## src/irp_pkg.sv

```systemverilog
package irp_pkg;

    // Register addresses on the plain register port.
    localparam logic [7:0] ADDR_INT_ENABLE  = 8'h20;
    localparam logic [7:0] ADDR_PIN_SELECT  = 8'h21;
    localparam logic [7:0] ADDR_SENS_CONFIG = 8'h30;
    localparam logic [7:0] ADDR_IRQ_STATUS  = 8'h31;
    localparam logic [7:0] ADDR_IRQ_MASK    = 8'h32;
    localparam logic [7:0] ADDR_PIN_STATE   = 8'h33;

    // Source bit positions, shared by enable, select, status and mask registers.
    localparam int BIT_DATA_READY  = 7;
    localparam int BIT_BUFFER      = 6;
    localparam int BIT_CHANGE_OUT  = 5;
    localparam int BIT_CHANGE_IN   = 4;
    localparam int BIT_ORIENTATION = 3;
    localparam int BIT_AUTOSLEEP   = 2;
    localparam int BIT_STARTUP     = 1;
    localparam int BIT_WAKE_STATE  = 0;
    localparam int NUM_SOURCES     = 8;

    // Configuration register field positions.
    localparam int CFG_POLARITY    = 0;
    localparam int CFG_TRIGGER_FN  = 1;

    // Pin state register field positions.
    localparam int ST_PIN_A        = 0;
    localparam int ST_PIN_B        = 1;
    localparam int ST_EXT_TRIGGER  = 2;
    localparam int ST_STRAP_MODE   = 3;
    localparam int ST_PIN_B_OE     = 4;

    // Values after reset.
    localparam logic [7:0] RST_INT_ENABLE  = 8'h00;
    localparam logic [7:0] RST_PIN_SELECT  = 8'h00;
    localparam logic [1:0] RST_SENS_CONFIG = 2'h0;
    localparam logic [7:0] RST_IRQ_STATUS  = 8'h00;
    localparam logic [7:0] RST_IRQ_MASK    = 8'h00;

    // System mode code that means the device is awake.
    localparam logic [1:0] SYS_MODE_WAKE   = 2'h1;

    // Cycles after reset release before the synchronised strap is caught.
    localparam logic [1:0] STRAP_SETTLE    = 2'h3;

endpackage

```

## src/irp_route_if.sv

```systemverilog
`timescale 1ns/1ps
interface irp_route_if;
    logic [7:0] src_active;
    logic [7:0] route;
    logic       trigger_fn;
    logic       strap_mode;
    logic       hit_a;
    logic       hit_b;

    modport ctrl (
        output src_active,
        output route,
        output trigger_fn,
        output strap_mode,
        input  hit_a,
        input  hit_b
    );

    modport mux (
        input  src_active,
        input  route,
        input  trigger_fn,
        input  strap_mode,
        output hit_a,
        output hit_b
    );
endinterface

```

## src/irp_pin_mux.sv

```systemverilog
`timescale 1ns/1ps
module irp_pin_mux (
    irp_route_if.mux bus
);
    import irp_pkg::*;

    // Each enabled source is steered to one pin, or to none when the strap drops it.
    always_comb begin
        logic sel_b;
        logic drop;
        sel_b     = 1'b0;
        drop      = 1'b0;
        bus.hit_a = 1'b0;
        bus.hit_b = 1'b0;
        for (int i = 0; i < NUM_SOURCES; i++) begin
            sel_b = bus.route[i];
            drop  = 1'b0;
            if (bus.strap_mode) begin
                if (i == BIT_STARTUP) begin
                    sel_b = 1'b1;
                end else begin
                    // Trigger mode reads every select bit as 0, so nothing is unrouted then.
                    drop  = bus.route[i] & ~bus.trigger_fn;
                end
            end
            // The pin is an input in trigger mode, so a second-pin choice falls back.
            if (bus.trigger_fn) begin
                sel_b = 1'b0;
            end
            bus.hit_a = bus.hit_a | (bus.src_active[i] & ~drop & ~sel_b);
            bus.hit_b = bus.hit_b | (bus.src_active[i] & ~drop & sel_b);
        end
    end

endmodule // irp_pin_mux

```

## src/irp_router.sv

```systemverilog
// Summary of operation
// - Data-ready goes to pin A when select bit 7 is 0, else pin B.
// - Buffer event is OR of overflow, watermark, gate error; bit 6 picks pin.
// - Outside-thresholds change event routed by select bit 5.
// - Within-thresholds change event routed by select bit 4.
// - Orientation event routed by select bit 3.
// - Auto wake/sleep event routed by select bit 2.
// - Startup-complete event routed by select bit 1.
// - Startup routing bit survives soft reset; others return to reset value.
// - Wake power-state output routed by select bit 0.
// - In trigger-input mode, select bits set to 1 are ignored.
// - Strap mode: sources other than startup selecting pin B reach no pin, except in trigger-input mode, where they go to pin A.
// - Strap mode: startup event goes to pin B, except in trigger-input mode, where it goes to pin A.
// - Routing select is an 8-bit read/write register at 0x21, reset zero.
// - A source reaches a pin only while its enable bit is set; startup's bit 1 is a disable, overridden by strap.
// - Enabled wake output holds active level in wake mode, opposite otherwise.
`timescale 1ns/1ps
module irp_router (
    input  wire logic       i_clk,
    input  wire logic       i_rstn,
    input  wire logic       i_soft_reset,
    input  wire logic [7:0] i_addr,
    input  wire logic [7:0] i_wdata,
    input  wire logic       i_wr,
    input  wire logic       i_rd,
    output logic      [7:0] o_rdata,
    input  wire logic       i_data_ready,
    input  wire logic       i_buffer_overflow_flag,
    input  wire logic       i_buffer_watermark_flag,
    input  wire logic       i_buffer_gate_error,
    input  wire logic       i_change_outside,
    input  wire logic       i_change_within,
    input  wire logic       i_orientation,
    input  wire logic       i_autosleep,
    input  wire logic       i_startup_done_event,
    input  wire logic [1:0] i_sys_mode,
    input  wire logic       i_startup_strap_mode,
    input  wire logic       i_irq_pin_b,
    output logic            o_irq_pin_a,
    output logic            o_irq_pin_b,
    output logic            o_irq_pin_b_oe,
    output logic            o_ext_trigger,
    output logic            o_irq
);
    import irp_pkg::*;

    // Every flip-flop of the block apart from the reset synchroniser.
    typedef struct packed {
        logic [7:0] enable;
        logic [7:0] select;
        logic [1:0] config_bits;
        logic [7:0] status;
        logic [7:0] mask;
        logic [7:0] rdata;
        logic       strap_s1;
        logic       strap_s2;
        logic       strap_mode;
        logic [1:0] strap_wait;
        logic       trig_s1;
        logic       trig_s2;
        logic       pin_a;
        logic       pin_b;
        logic       pin_b_oe;
        logic       irq;
    } irp_state_t;

    irp_state_t  state;
    irp_state_t  next_state;
    logic        rst_s1;
    logic        rst_s2;
    logic [7:0]  src_raw;
    logic [7:0]  src_active;
    logic        polarity;
    logic        trigger_fn;
    logic        hit_a;
    logic        hit_b;
    logic        wake_now;
    logic        sel_hit;

    irp_route_if route_bus ();

    // Reset is released through two flops so that no flop sees a ragged release.
    always_ff @(posedge i_clk or negedge i_rstn) begin
        if (!i_rstn) begin
            rst_s1 <= 1'b0;
            rst_s2 <= 1'b0;
        end else begin
            rst_s1 <= 1'b1;
            rst_s2 <= rst_s1;
        end
    end

    // The wake source is a level derived from the system mode.
    assign wake_now   = (i_sys_mode == SYS_MODE_WAKE);
    assign polarity   = state.config_bits[CFG_POLARITY];
    assign trigger_fn = state.config_bits[CFG_TRIGGER_FN];

    // Raw source levels laid out in the select register order.
    always_comb begin
        src_raw                  = 8'h00;
        src_raw[BIT_DATA_READY]  = i_data_ready;
        src_raw[BIT_BUFFER]      = i_buffer_overflow_flag
                                 | i_buffer_watermark_flag
                                 | i_buffer_gate_error;
        src_raw[BIT_CHANGE_OUT]  = i_change_outside;
        src_raw[BIT_CHANGE_IN]   = i_change_within;
        src_raw[BIT_ORIENTATION] = i_orientation;
        src_raw[BIT_AUTOSLEEP]   = i_autosleep;
        src_raw[BIT_STARTUP]     = i_startup_done_event;
        src_raw[BIT_WAKE_STATE]  = wake_now;
    end

    // Enables gate each source; the startup bit of the enable register is a disable.
    always_comb begin
        src_active              = src_raw & state.enable;
        src_active[BIT_STARTUP] = src_raw[BIT_STARTUP] & ~state.enable[BIT_STARTUP];
    end

    // The strap forces the startup event on, whatever the disable bit holds.
    assign route_bus.src_active = state.strap_mode
                                ? (src_active | (src_raw & 8'h02))
                                : src_active;
    assign route_bus.route      = state.select;
    assign route_bus.trigger_fn = trigger_fn;
    assign route_bus.strap_mode = state.strap_mode;
    assign hit_a                = route_bus.hit_a;
    assign hit_b                = route_bus.hit_b;

    irp_pin_mux u_pin_mux (
        .bus (route_bus)
    );

    // A select access is only noted here so that the read path stays readable.
    assign sel_hit = (i_addr == ADDR_PIN_SELECT);

    // Next-state logic: register port, sticky status, strap capture and pin drive.
    always_comb begin
        next_state          = state;
        next_state.rdata    = 8'h00;

        // The two synchronisers; their first stages feed nothing but the second.
        next_state.strap_s1 = i_startup_strap_mode;
        next_state.strap_s2 = state.strap_s1;
        next_state.trig_s1  = i_irq_pin_b;
        next_state.trig_s2  = state.trig_s1;

        // The strap is caught once, after the synchroniser has had time to fill.
        if (state.strap_wait != STRAP_SETTLE) begin
            next_state.strap_wait = state.strap_wait + 2'h1;
            next_state.strap_mode = state.strap_s2;
        end

        // Register writes.
        if (i_wr) begin
            case (i_addr)
                ADDR_INT_ENABLE: begin
                    next_state.enable = i_wdata;
                end
                ADDR_PIN_SELECT: begin
                    next_state.select = i_wdata;
                end
                ADDR_SENS_CONFIG: begin
                    next_state.config_bits = i_wdata[1:0];
                end
                ADDR_IRQ_MASK: begin
                    next_state.mask = i_wdata;
                end
                default: begin
                    next_state.enable = state.enable;
                end
            endcase
        end

        // Register reads; the data stand only in the following cycle.
        if (i_rd) begin
            case (i_addr)
                ADDR_INT_ENABLE: begin
                    next_state.rdata = state.enable;
                end
                ADDR_PIN_SELECT: begin
                    next_state.rdata = sel_hit ? state.select : 8'h00;
                end
                ADDR_SENS_CONFIG: begin
                    next_state.rdata = {6'h00, state.config_bits};
                end
                ADDR_IRQ_STATUS: begin
                    next_state.rdata  = state.status;
                    next_state.status = RST_IRQ_STATUS;
                end
                ADDR_IRQ_MASK: begin
                    next_state.rdata = state.mask;
                end
                ADDR_PIN_STATE: begin
                    next_state.rdata[ST_PIN_A]       = state.pin_a;
                    next_state.rdata[ST_PIN_B]       = state.pin_b;
                    next_state.rdata[ST_EXT_TRIGGER] = state.trig_s2;
                    next_state.rdata[ST_STRAP_MODE]  = state.strap_mode;
                    next_state.rdata[ST_PIN_B_OE]    = state.pin_b_oe;
                end
                default: begin
                    next_state.rdata = 8'h00;
                end
            endcase
        end

        // A source that is live in the cycle of a clearing read still sets its bit.
        next_state.status = next_state.status | route_bus.src_active;

        // Soft reset restores defaults but keeps the startup routing and disable bits.
        if (i_soft_reset) begin
            next_state.select              = RST_PIN_SELECT;
            next_state.select[BIT_STARTUP] = state.select[BIT_STARTUP];
            next_state.enable              = RST_INT_ENABLE;
            next_state.enable[BIT_STARTUP] = state.enable[BIT_STARTUP];
            next_state.config_bits         = RST_SENS_CONFIG;
            next_state.status              = RST_IRQ_STATUS;
            next_state.mask                = RST_IRQ_MASK;
        end

        // Pins show the active level while any routed source is live.
        next_state.pin_a    = hit_a ? polarity : ~polarity;
        next_state.pin_b    = hit_b ? polarity : ~polarity;
        next_state.pin_b_oe = ~trigger_fn;

        // One level interrupt for software, from the masked sticky bits.
        next_state.irq = |(state.status & state.mask);
    end

    // Power-on reset clears everything but the pins and pin B enable, which start at 1, including the bits a soft reset keeps.
    always_ff @(posedge i_clk or negedge rst_s2) begin
        if (!rst_s2) begin
            state             <= '0;
            state.enable      <= RST_INT_ENABLE;
            state.select      <= RST_PIN_SELECT;
            state.config_bits <= RST_SENS_CONFIG;
            state.status      <= RST_IRQ_STATUS;
            state.mask        <= RST_IRQ_MASK;
            state.pin_a       <= 1'b1;
            state.pin_b       <= 1'b1;
            state.pin_b_oe    <= 1'b1;
        end else begin
            state <= next_state;
        end
    end

    // Outputs straight from the state flops.
    assign o_rdata        = state.rdata;
    assign o_irq_pin_a    = state.pin_a;
    assign o_irq_pin_b    = state.pin_b;
    assign o_irq_pin_b_oe = state.pin_b_oe;
    assign o_ext_trigger  = state.trig_s2;
    assign o_irq          = state.irq;

endmodule // irp_router

```

## config.mk

```make
export PLATFORM = sky130hd
export DESIGN_NAME = irp_router
export DESIGN_NICKNAME = d
export VERILOG_FILES = /design/src/irp_pkg.sv /design/src/irp_route_if.sv /design/src/irp_pin_mux.sv /design/src/irp_router.sv
export SDC_FILE = /design/constraint.sdc
export NUM_CORES = 1
export LEC_CHECK = 0
export BUFFER_PORTS_ARGS = -buffer_cell sky130_fd_sc_hd__buf_2
export CORE_UTILIZATION = 56
export CTS_BUF_LIST = sky130_fd_sc_hd__clkbuf_4
export DETAILED_ROUTE_END_ITERATION = 12
export GPL_TIMING_DRIVEN = 0
export PLACE_DENSITY = 0.8
export SETUP_SLACK_MARGIN = 0.05
export SKIP_LAST_GASP = 1
export SYNTH_ARGS = -nofsm -noshare
export SYNTH_HDL_FRONTEND = slang
export SYNTH_SLANG_ARGS = --single-unit
```

## constraint.sdc

```tcl
create_clock -name i_clk -period 3 [get_ports i_clk]
set_input_delay 0 -clock i_clk [delete_from_list [all_inputs] [get_ports i_clk]]
set_output_delay 0 -clock i_clk [all_outputs]
set_load 0.01 [all_outputs]
```

# After elaboration in Yosys (flattened, before gate mapping)
# Index checks and enable logic that the tools add are counted.
# totals
regBits,55
latch_bits,0
mem_bits_rw,0
romBits,0
in_bits,34
output_inout_bits,13
elab_cells,142
n_memories,0
# op_classes
add_sub_neg,1
mul,0
div_mod_pow,0
order_cmp,0
n_eq_ne,8
n_shift,0
n_mux,31
bitwise,70
reduce_logical,12
# ops
op,count
8-bit 2-to-1 mux,8
"8-bit by 6-bit equality test with 1-bit output, second input constant",6
34-bit 2-to-1 mux,1
1-bit AND,31
5-bit one-hot mux with 6 select lines,1
1-bit inverter,19
1-bit 2-to-1 mux,18
18-bit 2-to-1 mux,1
8-bit AND,2
1-bit OR,16
3-bit one-hot mux with 4 select lines,1
2-bit nonzero test,5
8-bit by 2-bit OR with 8-bit output,1
8-bit OR,1
2-bit AND reduction,4
8-bit OR reduction,1
3-bit AND reduction,2
"2-bit by 1-bit adder with 2-bit output, second input constant",1
"2-bit by 1-bit equality test with 1-bit output, second input constant",1
2-bit 2-to-1 mux,1
"2-bit inequality test, second input constant",1

# Depth between registers and ports, before layout
# Gate-level depths: netlist of run 1.
# logic_depth
word_depth,15
depth_mapped,7
depth_no_buf,5

# By module
# From an unflattened synthesis of run 1, not the netlist that was laid out.
# unflattened
hier_cells,247
area_unflattened_um2,2693.8
# modules_own_cells
module,n_inst,cells_per_inst,area_each_um2,seq_area_each_um2
irp_router,1,226,2560.0,1380.1
irp_pin_mux,1,21,133.9,0.0

# Worst setup path before layout of run 1
# Ideal clock, no wire load.
# synth_timing
path_kind,register to register
startpoint,"reg state, in the netlist route_bus.trigger_fn"
endpoint,"reg state, in the netlist o_irq_pin_a"
setup_ns,0.075
t_arrival_ns,1.320
required_ns,2.925
path_slack_ns,1.605
stages_incl_launch_ff,7
path_buffers,1
synth_period_minus_slack_ns,1.395
cell_sequence,dfrtp_1 buf_6 clkinv_4 a21oi_1 a311o_1 nor4_2 xor2_1
# synth_lines
element,line_no,rtl
"start, declared",irp_router.sv:67,irp_state_t state;
"start signal, assigned",irp_router.sv:242,state <= next_state;

==> results of run 1 <==
==> routing by layer <==
layer / up-vias / global-route usage, % / wire, microns
met2: 122 / 45.40 / 3211
met1: 1093 / 35.52 / 2634
met3: 12 / 4.782 / 489
met5: - / 0 / 0
li1: 1043 / - / -
met4: 0 / 8.932 / 110
==> report_power, final <==
group	internal (uW)	switching, uW	leakage, uW
Sequential	751	11.6	0.000725
Clock	269	222	0.0000559
Combinational	58.3	66.7	0.000817
==> cell families (layout without fill, tap and decap cells) <==
logic type	count (synthesis)	count (layout)	share of synthesized area, %
DFF	55	55	51.02
buffers and inverters	22	98	5.041
muxes	29	29	12.16
AOI/OAI and AO/OA	51	51	11.93
other	1	1	0.1386
adders and majority gates	1	1	0.4625
xor gates and xnor gates	3	3	0.9715
and+or+nand+nor	93	93	18.27
==> final cells by class <==
| class | count | share of cell area (%) |
|---|---|---|
| Multi-Input combinational cell | 178 | 35.46 |
| Clock inverter | 2 | 1.792 |
| Timing Repair Buffer | 68 | 14.18 |
| Tap cell | 52 | 1.941 |
| Sequential cell | 55 | 41.21 |
| Buffer | 20 | 3.695 |
| Inverter | 2 | 0.3733 |
| Clock buffer | 6 | 1.344 |
==> sequential cells by signal, indices dropped and copies added, names as in the netlist <==
signal and count:
rst_s2 1, route_bus.route 8, state 27, route_bus.trigger_fn 1, o_irq 1, o_rdata 8, polarity 1, route_bus.strap_mode 1
o_irq_pin_a 1, o_irq_pin_b 1, next_state 2, o_ext_trigger 1, rst_s1 1, o_irq_pin_b_oe 1
==> placed cells by master, fill, tap and decap left out, types with 3 or more instances in the layout <==
cell           count
a211oi_1           4
a21oi_1           21
a22o_1             3
a22oi_1            9
a31oi_1            3
buf_2             46
buf_4             10
clkbuf_1           5
clkbuf_4           6
dfrtp_1           51
dfstp_2            3
dlygate4sd3_1     24
mux2_2            10
mux2i_1           16
nand2_1           35
nand2b_1           5
nand3_1            4
nand4_1            3
nor2_1            27
o21ai_0            4
==> final timing paths <==
path,cells past startpoint,startpoint,slack [ps],end
worst max-delay path,6,route_bus.trigger_fn,1380,o_irq_pin_a
worst min-delay path,4,i_addr[4],6,o_rdata[6]
worst max register to register,6,route_bus.trigger_fn,1380,o_irq_pin_a
worst min register to register,0,rst_s2,230,state[31]
max in group asynchronous,1,rst_s2,2170,o_irq_pin_a
min in group asynchronous,0,rst_s2,230,state[31]
==> per-stage QoR <==
stage               cell area (sq um)  instances
global route                     3352        383
finish                           3352        383
floorplan                        2705        255
CTS                              3352        383
detailed placement               3007        351
global placement                 2985        350
==> timing repair <==
item | in CTS | in global routing
setup endpoints to repair | 0 | 0
hold buffers | 24 | 0
hold endpoints to repair | 38 | 0
==> worst max-delay path, cell delays in order, from the launching register on <==
cell	delay, ps
dfrtp_1	410
buf_6	150
clkinv_4	60
a21oi_1	60
a311o_1	330
nor4_2	370
xor2_1	190
==> results.txt, run 1 <==
Syn Area/Cell -> 10.61 sq um
RSZ-0062 raised after global routing -> no
# rows -> 24
H-tree depth -> 2
pins over their slew limit -> 0
Die Height -> 71.50 microns
global-route wire length before repair -> 10,350 microns
vias per cell -> 5.927
final hold violations -> 0
Initial Util -> 60.06%
Net Count, Synth -> 290
DR iter-0 viols -> 197
Fillers -> 326
dpl ws -> 1387 ps
CTS sink cnt -> 55
Detailed Route WL -> 6446 microns
Max Cap Viol -> 0
gr usage total -> 26.87%
initial antenna violation count -> 0
Min Hold Slack -> 6.392 ps
Yosys reg bits -> 55
Antenna Violating Nets Remaining -> 0
Period Utilization, post-route -> 53.95%
n_diodes -> 0
via count -> 2,270
DP Wirelength -> 4767 microns
cell with the most instances after synthesis -> dfrtp_1
Post-CTS Setup Inserts -> 0
Critical Path End Type -> flop
Synth async-reset ratio -> 100.0%
status -> finished clean
largest net degree at the start of global routing -> 33
post-cts resize count -> 0
TritonCTS clock tree -> built
WP data arrival -> 1930 ps
Worst Clk Skew -> 13.03 ps
Ys Warns -> 0
Clock transition at path regs -> 150 ps
final core occ -> 74.42%
Max Freq -> 0.6179 GHz
Synth area leaders -> dfrtp_1 48%, mux2i_1 5.9%, nand2_1 4.9%, mux2_2 4.2%, a21oi_1 3.9%
Die Span X -> 71.50 microns
number of synthesized flops with an enable pin -> 0
layout cells sized above 1 -> 27.49%
PortBufs -> 43
Crit Path Class -> flop to flop
final setup margin -> 1382 ps
Worst slew margin -> 57.08%
CP startpoint kind -> flop
cts bufs inserted -> 5
DR WL/cell -> 16.83 microns
Post-Syn Area -> 2705 sq um
synthesis-to-finish area growth -> 23.91%
IO Pins -> 47
Hold WC Path Type -> input port to flop
# DRC -> 0
worst slew pin tran -> 643.8 ps
Mapped Cells -> 255
register area share after synthesis -> 51.02%
Crit Path Max Fanout -> 10
pwr dens -> 411.5 nW/um^2
min cycle time layout -> 1618 ps
count of final setup violators -> 0
total power draw -> 1379 uW
vias in the first global route -> 2,131
Yosys cell types -> 47
Final GP Congestion -> 0.8801
Overflow after GRT -> 0
CTS max path bufs -> 2
Synth area leader -> dfrtp_1
die area -> 5112 sq um
maximum VDD drop -> 0.3493 mV
Main synth FF type -> dfrtp_1
LEAKAGE -> 0.001598 uW
Register Area -> 1381 sq um
Final #Nets -> 365
core area -> 4504 sq um
Synth top cells by count -> 52 x dfrtp_1, 35 x nand2_1, 27 x nor2_1, 21 x a21oi_1, 16 x mux2i_1
DR pass1 iterations -> 5
required time of the critical path -> 3320 ps
Worst-Skew Late Latency -> 380 ps
footprint of the multi-input gates -> 1189 sq um
final setup TNS -> 0 ps
top-area cell type share of the netlist area -> 48.10%
clock root cell -> clkbuf_4
Note: power is estimated with default switching activity, not from simulation.
==> inputs of run 2 (changes only) <==
Settings changed: ABC_AREA from default to 1, CORE_UTILIZATION 56 to 53, PLACE_DENSITY 0.8 to 0.79.
Clock period 3 ns to 1.4 ns, I/O delays scaled along.
==> results.txt, run 2 <==
status -> finished clean (unchanged)
Max Freq -> 0.7580 GHz (was 0.6179 GHz)
dpl ws -> 80.53 ps (was 1387 ps)
# DRC -> 0 (unchanged)
P_sw -> 627.7 uW (was 300.7 uW)
Die Height -> 75.85 microns (was 71.50 microns)
initial antenna violation count -> 0 (unchanged)
Detailed Route WL -> 7127 microns (was 6446 microns)
Max Cap Viol -> 0 (unchanged)
Antenna Violating Nets Remaining -> 0 (unchanged)
Synth area leader -> dfrtp_1 (unchanged)
number of synthesized flops with an enable pin -> 0 (unchanged)
switching share of power -> 24.62% (was 21.80%)
Final GP Congestion -> 0.8918 (was 0.8801)
combinational power share -> 9.3% (was 9.1%)
most common cell after layout, fill and taps aside -> nand2_1 (was dfrtp_1)
fin area -> 3478 sq um (was 3352 sq um)
CP top delay family -> flip-flops (unchanged)
Crit Path Max Fanout -> 7 (was 10)
Synth area leaders -> dfrtp_1 45%, nand2_1 14%, nand3_1 6.4%, inv_1 5.1%, nor2_1 4.2% (was dfrtp_1 48%, mux2i_1 5.9%, nand2_1 4.9%, mux2_2 4.2%, a21oi_1 3.9%)
final hold violations -> 0 (unchanged)
CTS sink cnt -> 55 (unchanged)
die area -> 5752 sq um (was 5112 sq um)
cell with the most instances after synthesis -> nand2_1 (was dfrtp_1)
Initial Util -> 55.88% (was 60.06%)
required time of the critical path -> 1710 ps (was 3320 ps)
worst slew pin tran -> 657.5 ps (was 643.8 ps)
vias in the first global route -> 2,466 (was 2,131)
CP startpoint kind -> flop (unchanged)
maximum VDD drop -> 0.7163 mV (was 0.3493 mV)
min cycle time layout -> 1319 ps (was 1618 ps)
Yosys cell types -> 28 (was 47)
largest reg by FF count -> state (unchanged)
via count -> 2,709 (was 2,270)
WP data arrival -> 1630 ps (was 1930 ps)
top-area cell type share of the netlist area -> 45.02% (was 48.10%)
register area share after synthesis -> 47.75% (was 51.02%)
Net Count, Synth -> 403 (was 290)
layout cells sized above 1 -> 24.21% (was 27.49%)
IO Pins -> 47 (unchanged)
Post-CTS Setup Inserts -> 0 (unchanged)
Period Utilization, post-route -> 94.23% (was 53.95%)
clock group share of total power -> 26.0% (was 35.6%)
TritonCTS clock tree -> built (unchanged)
pins over their slew limit -> 0 (unchanged)
sequential power share -> 64.7% (was 55.3%)
count of final setup violators -> 0 (unchanged)
Post-Syn Area -> 2890 sq um (was 2705 sq um)
H-tree depth -> 2 (unchanged)
commonest non-fill, non-tap cells in the layout -> 109 x nand2_1, 49 x dfrtp_1, 47 x buf_2 (was 51 x dfrtp_1, 46 x buf_2, 35 x nand2_1)
LEAKAGE -> 0.001873 uW (was 0.001598 uW)
Crit path buffers/inverters -> 1 (was 2)
Syn Area/Cell -> 7.854 sq um (was 10.61 sq um)
cts bufs inserted -> 5 (unchanged)
# rows -> 26 (was 24)
Yosys reg bits -> 55 (unchanged)
Crit Path Class -> flop to flop (unchanged)
DR pass1 iterations -> 5 (unchanged)
Die Span X -> 75.85 microns (was 71.50 microns)
Critical Path End Type -> flop (unchanged)
n_diodes -> 0 (unchanged)
Mapped Cells -> 368 (was 255)
Final #Nets -> 476 (was 365)
CP most frequent cell -> nand2_1
global-route wire length before repair -> 11,450 microns (was 10,350 microns)
peak per-stage delay on the critical path -> 490 ps (was 410 ps)
synthesis-to-finish area growth -> 20.35% (was 23.91%)
Clock transition at path regs -> 150 ps (about the same)
DP Wirelength -> 5365 microns (was 4767 microns)
Worst slew margin -> 56.17% (was 57.08%)
final core occ -> 67.25% (was 74.42%)
Critical Path Slowest Stage Cell -> dfrtp_2 (was dfrtp_1)
DR iter-0 viols -> 205 (was 197)
clock root cell -> clkbuf_4 (unchanged)
Placed Area -> 3209 sq um (was 3007 sq um)
PortBufs -> 46 (was 43)
Worst-Skew Late Latency -> 360 ps (was 380 ps)
Worst Clk Skew -> 6.258 ps (was 13.03 ps)
Overflow after GRT -> 0 (unchanged)
gr usage total -> 27.66% (was 26.87%)
largest net degree at the start of global routing -> 54 (was 33)
vias per cell -> 5.291 (was 5.927)
Synth top cells by count -> 109 x nand2_1, 52 x dfrtp_1, 39 x inv_1, 37 x nand3_1, 32 x nor2_1 (was 52 x dfrtp_1, 35 x nand2_1, 27 x nor2_1, 21 x a21oi_1, 16 x mux2i_1)
CTS max path bufs -> 2 (unchanged)
Int Power -> 1921 uW (was 1079 uW)
Ys Warns -> 0 (unchanged)
DR WL/cell -> 13.92 microns (was 16.83 microns)
RSZ-0062 raised after global routing -> yes (was no)
final setup margin -> 80.81 ps (was 1382 ps)
Hold WC Path Type -> input port to flop (unchanged)
Synth async-reset ratio -> 100.0% (unchanged)
core area -> 5172 sq um (was 4504 sq um)
Main synth FF type -> dfrtp_1 (unchanged)
Critical Path, Cell by Cell -> o21ai_0 > inv_1 > nand2_1 > nand2_1 > nor2_1 > nand3_1 > nand2_1 (was buf_6 > clkinv_4 > a21oi_1 > a311o_1 > nor4_2 > xor2_1)
pwr dens -> 732.8 nW/um^2 (was 411.5 nW/um^2)
Largest register FFs -> 27 (unchanged)
Min Hold Slack -> 26.03 ps (was 6.392 ps)
-- run 2: through the flow --
stage	cells	total power [uW]	setup TNS, ps
floorplan	368	1769	0
global placement	484	1866	0
detailed placement	484	1870	0
CTS	512	2568	0
global route	512	2653	-30.79
finish	512	2549	0
-- run 2: path summary, 6_finish.rpt --
| check | startpoint | slack [ps] | cells after the start | to |
|---|---|---|---|---|
| max | route_bus.strap_mode | 80 | 7 | o_irq_pin_b |
| min | i_wr | 30 | 5 | state[48] |
| max reg2reg | route_bus.strap_mode | 80 | 7 | o_irq_pin_b |
| min reg2reg | next_state[4] | 360 | 0 | o_ext_trigger |
| max in group asynchronous | rst_s2 | 550 | 0 | route_bus.strap_mode |
| min in group asynchronous | rst_s2 | 380 | 0 | state[7] |
-- run 2: what timing repair did --
action,CTS,global route
hold buffers,20,0
setup endpoints to repair,0,52
hold endpoints to repair,40,0
gates resized for setup,0,7
-- run 2: power groups by stage --
stage / clock, uW / combinational [uW] / sequential [uW]
finish: 663 / 236 / 1650
global route: 738 / 257 / 1660
CTS: 685 / 232 / 1650
detailed placement: 0 / 190 / 1680
global placement: 0 / 187 / 1680
floorplan: 0 / 98.4 / 1670
-- run 2: final cells by class --
type | instances | area [sq um]
fill | 445 | 1694
sequential | 55 | 1386
multi-input combinational | 249 | 1220
timing repair buffer | 66 | 430.4
inverter | 52 | 202.7
buffer | 12 | 98.84
tap | 70 | 87.58
clock buffer | 6 | 45.04
clock inverter | 2 | 7.507
-- run 2: kinds of logic (layout without fill, tap and decap cells) --
| family | Yosys count | after routing | share of synthesized area [%] |
|---|---|---|---|
| AND/OR/NAND/NOR | 200 | 200 | 32.29 |
| buffers and inverters | 64 | 138 | 10.26 |
| flip-flops | 55 | 55 | 47.75 |
| AO/OA/AOI/OAI | 45 | 45 | 8.442 |
| adder cells (fa/ha/maj) | 1 | 1 | 0.4328 |
| other | 1 | 1 | 0.1297 |
| XOR/XNOR | 1 | 1 | 0.3031 |
| multiplexers | 1 | 1 | 0.3896 |
-- run 2: worst reg2reg max path: stages (launching register included) --
cell	delay, ps
dfrtp_2	490
o21ai_0	250
inv_1	60
nand2_1	60
nand2_1	50
nor2_1	170
nand3_1	110
nand2_1	80
-- run 2: metal layers --
metal | global-route usage [%] | part of all wire [%] | wire length (microns) | up-vias
met1 | 37.22 | 42 | 2982 | 1260
met4 | 10.08 | 2.6 | 186 | 0
met3 | 4.101 | 6.4 | 453 | 19
met2 | 45.62 | 49 | 3505 | 133
li1 | - | - | - | 1297
met5 | 0 | 0 | 0 | -
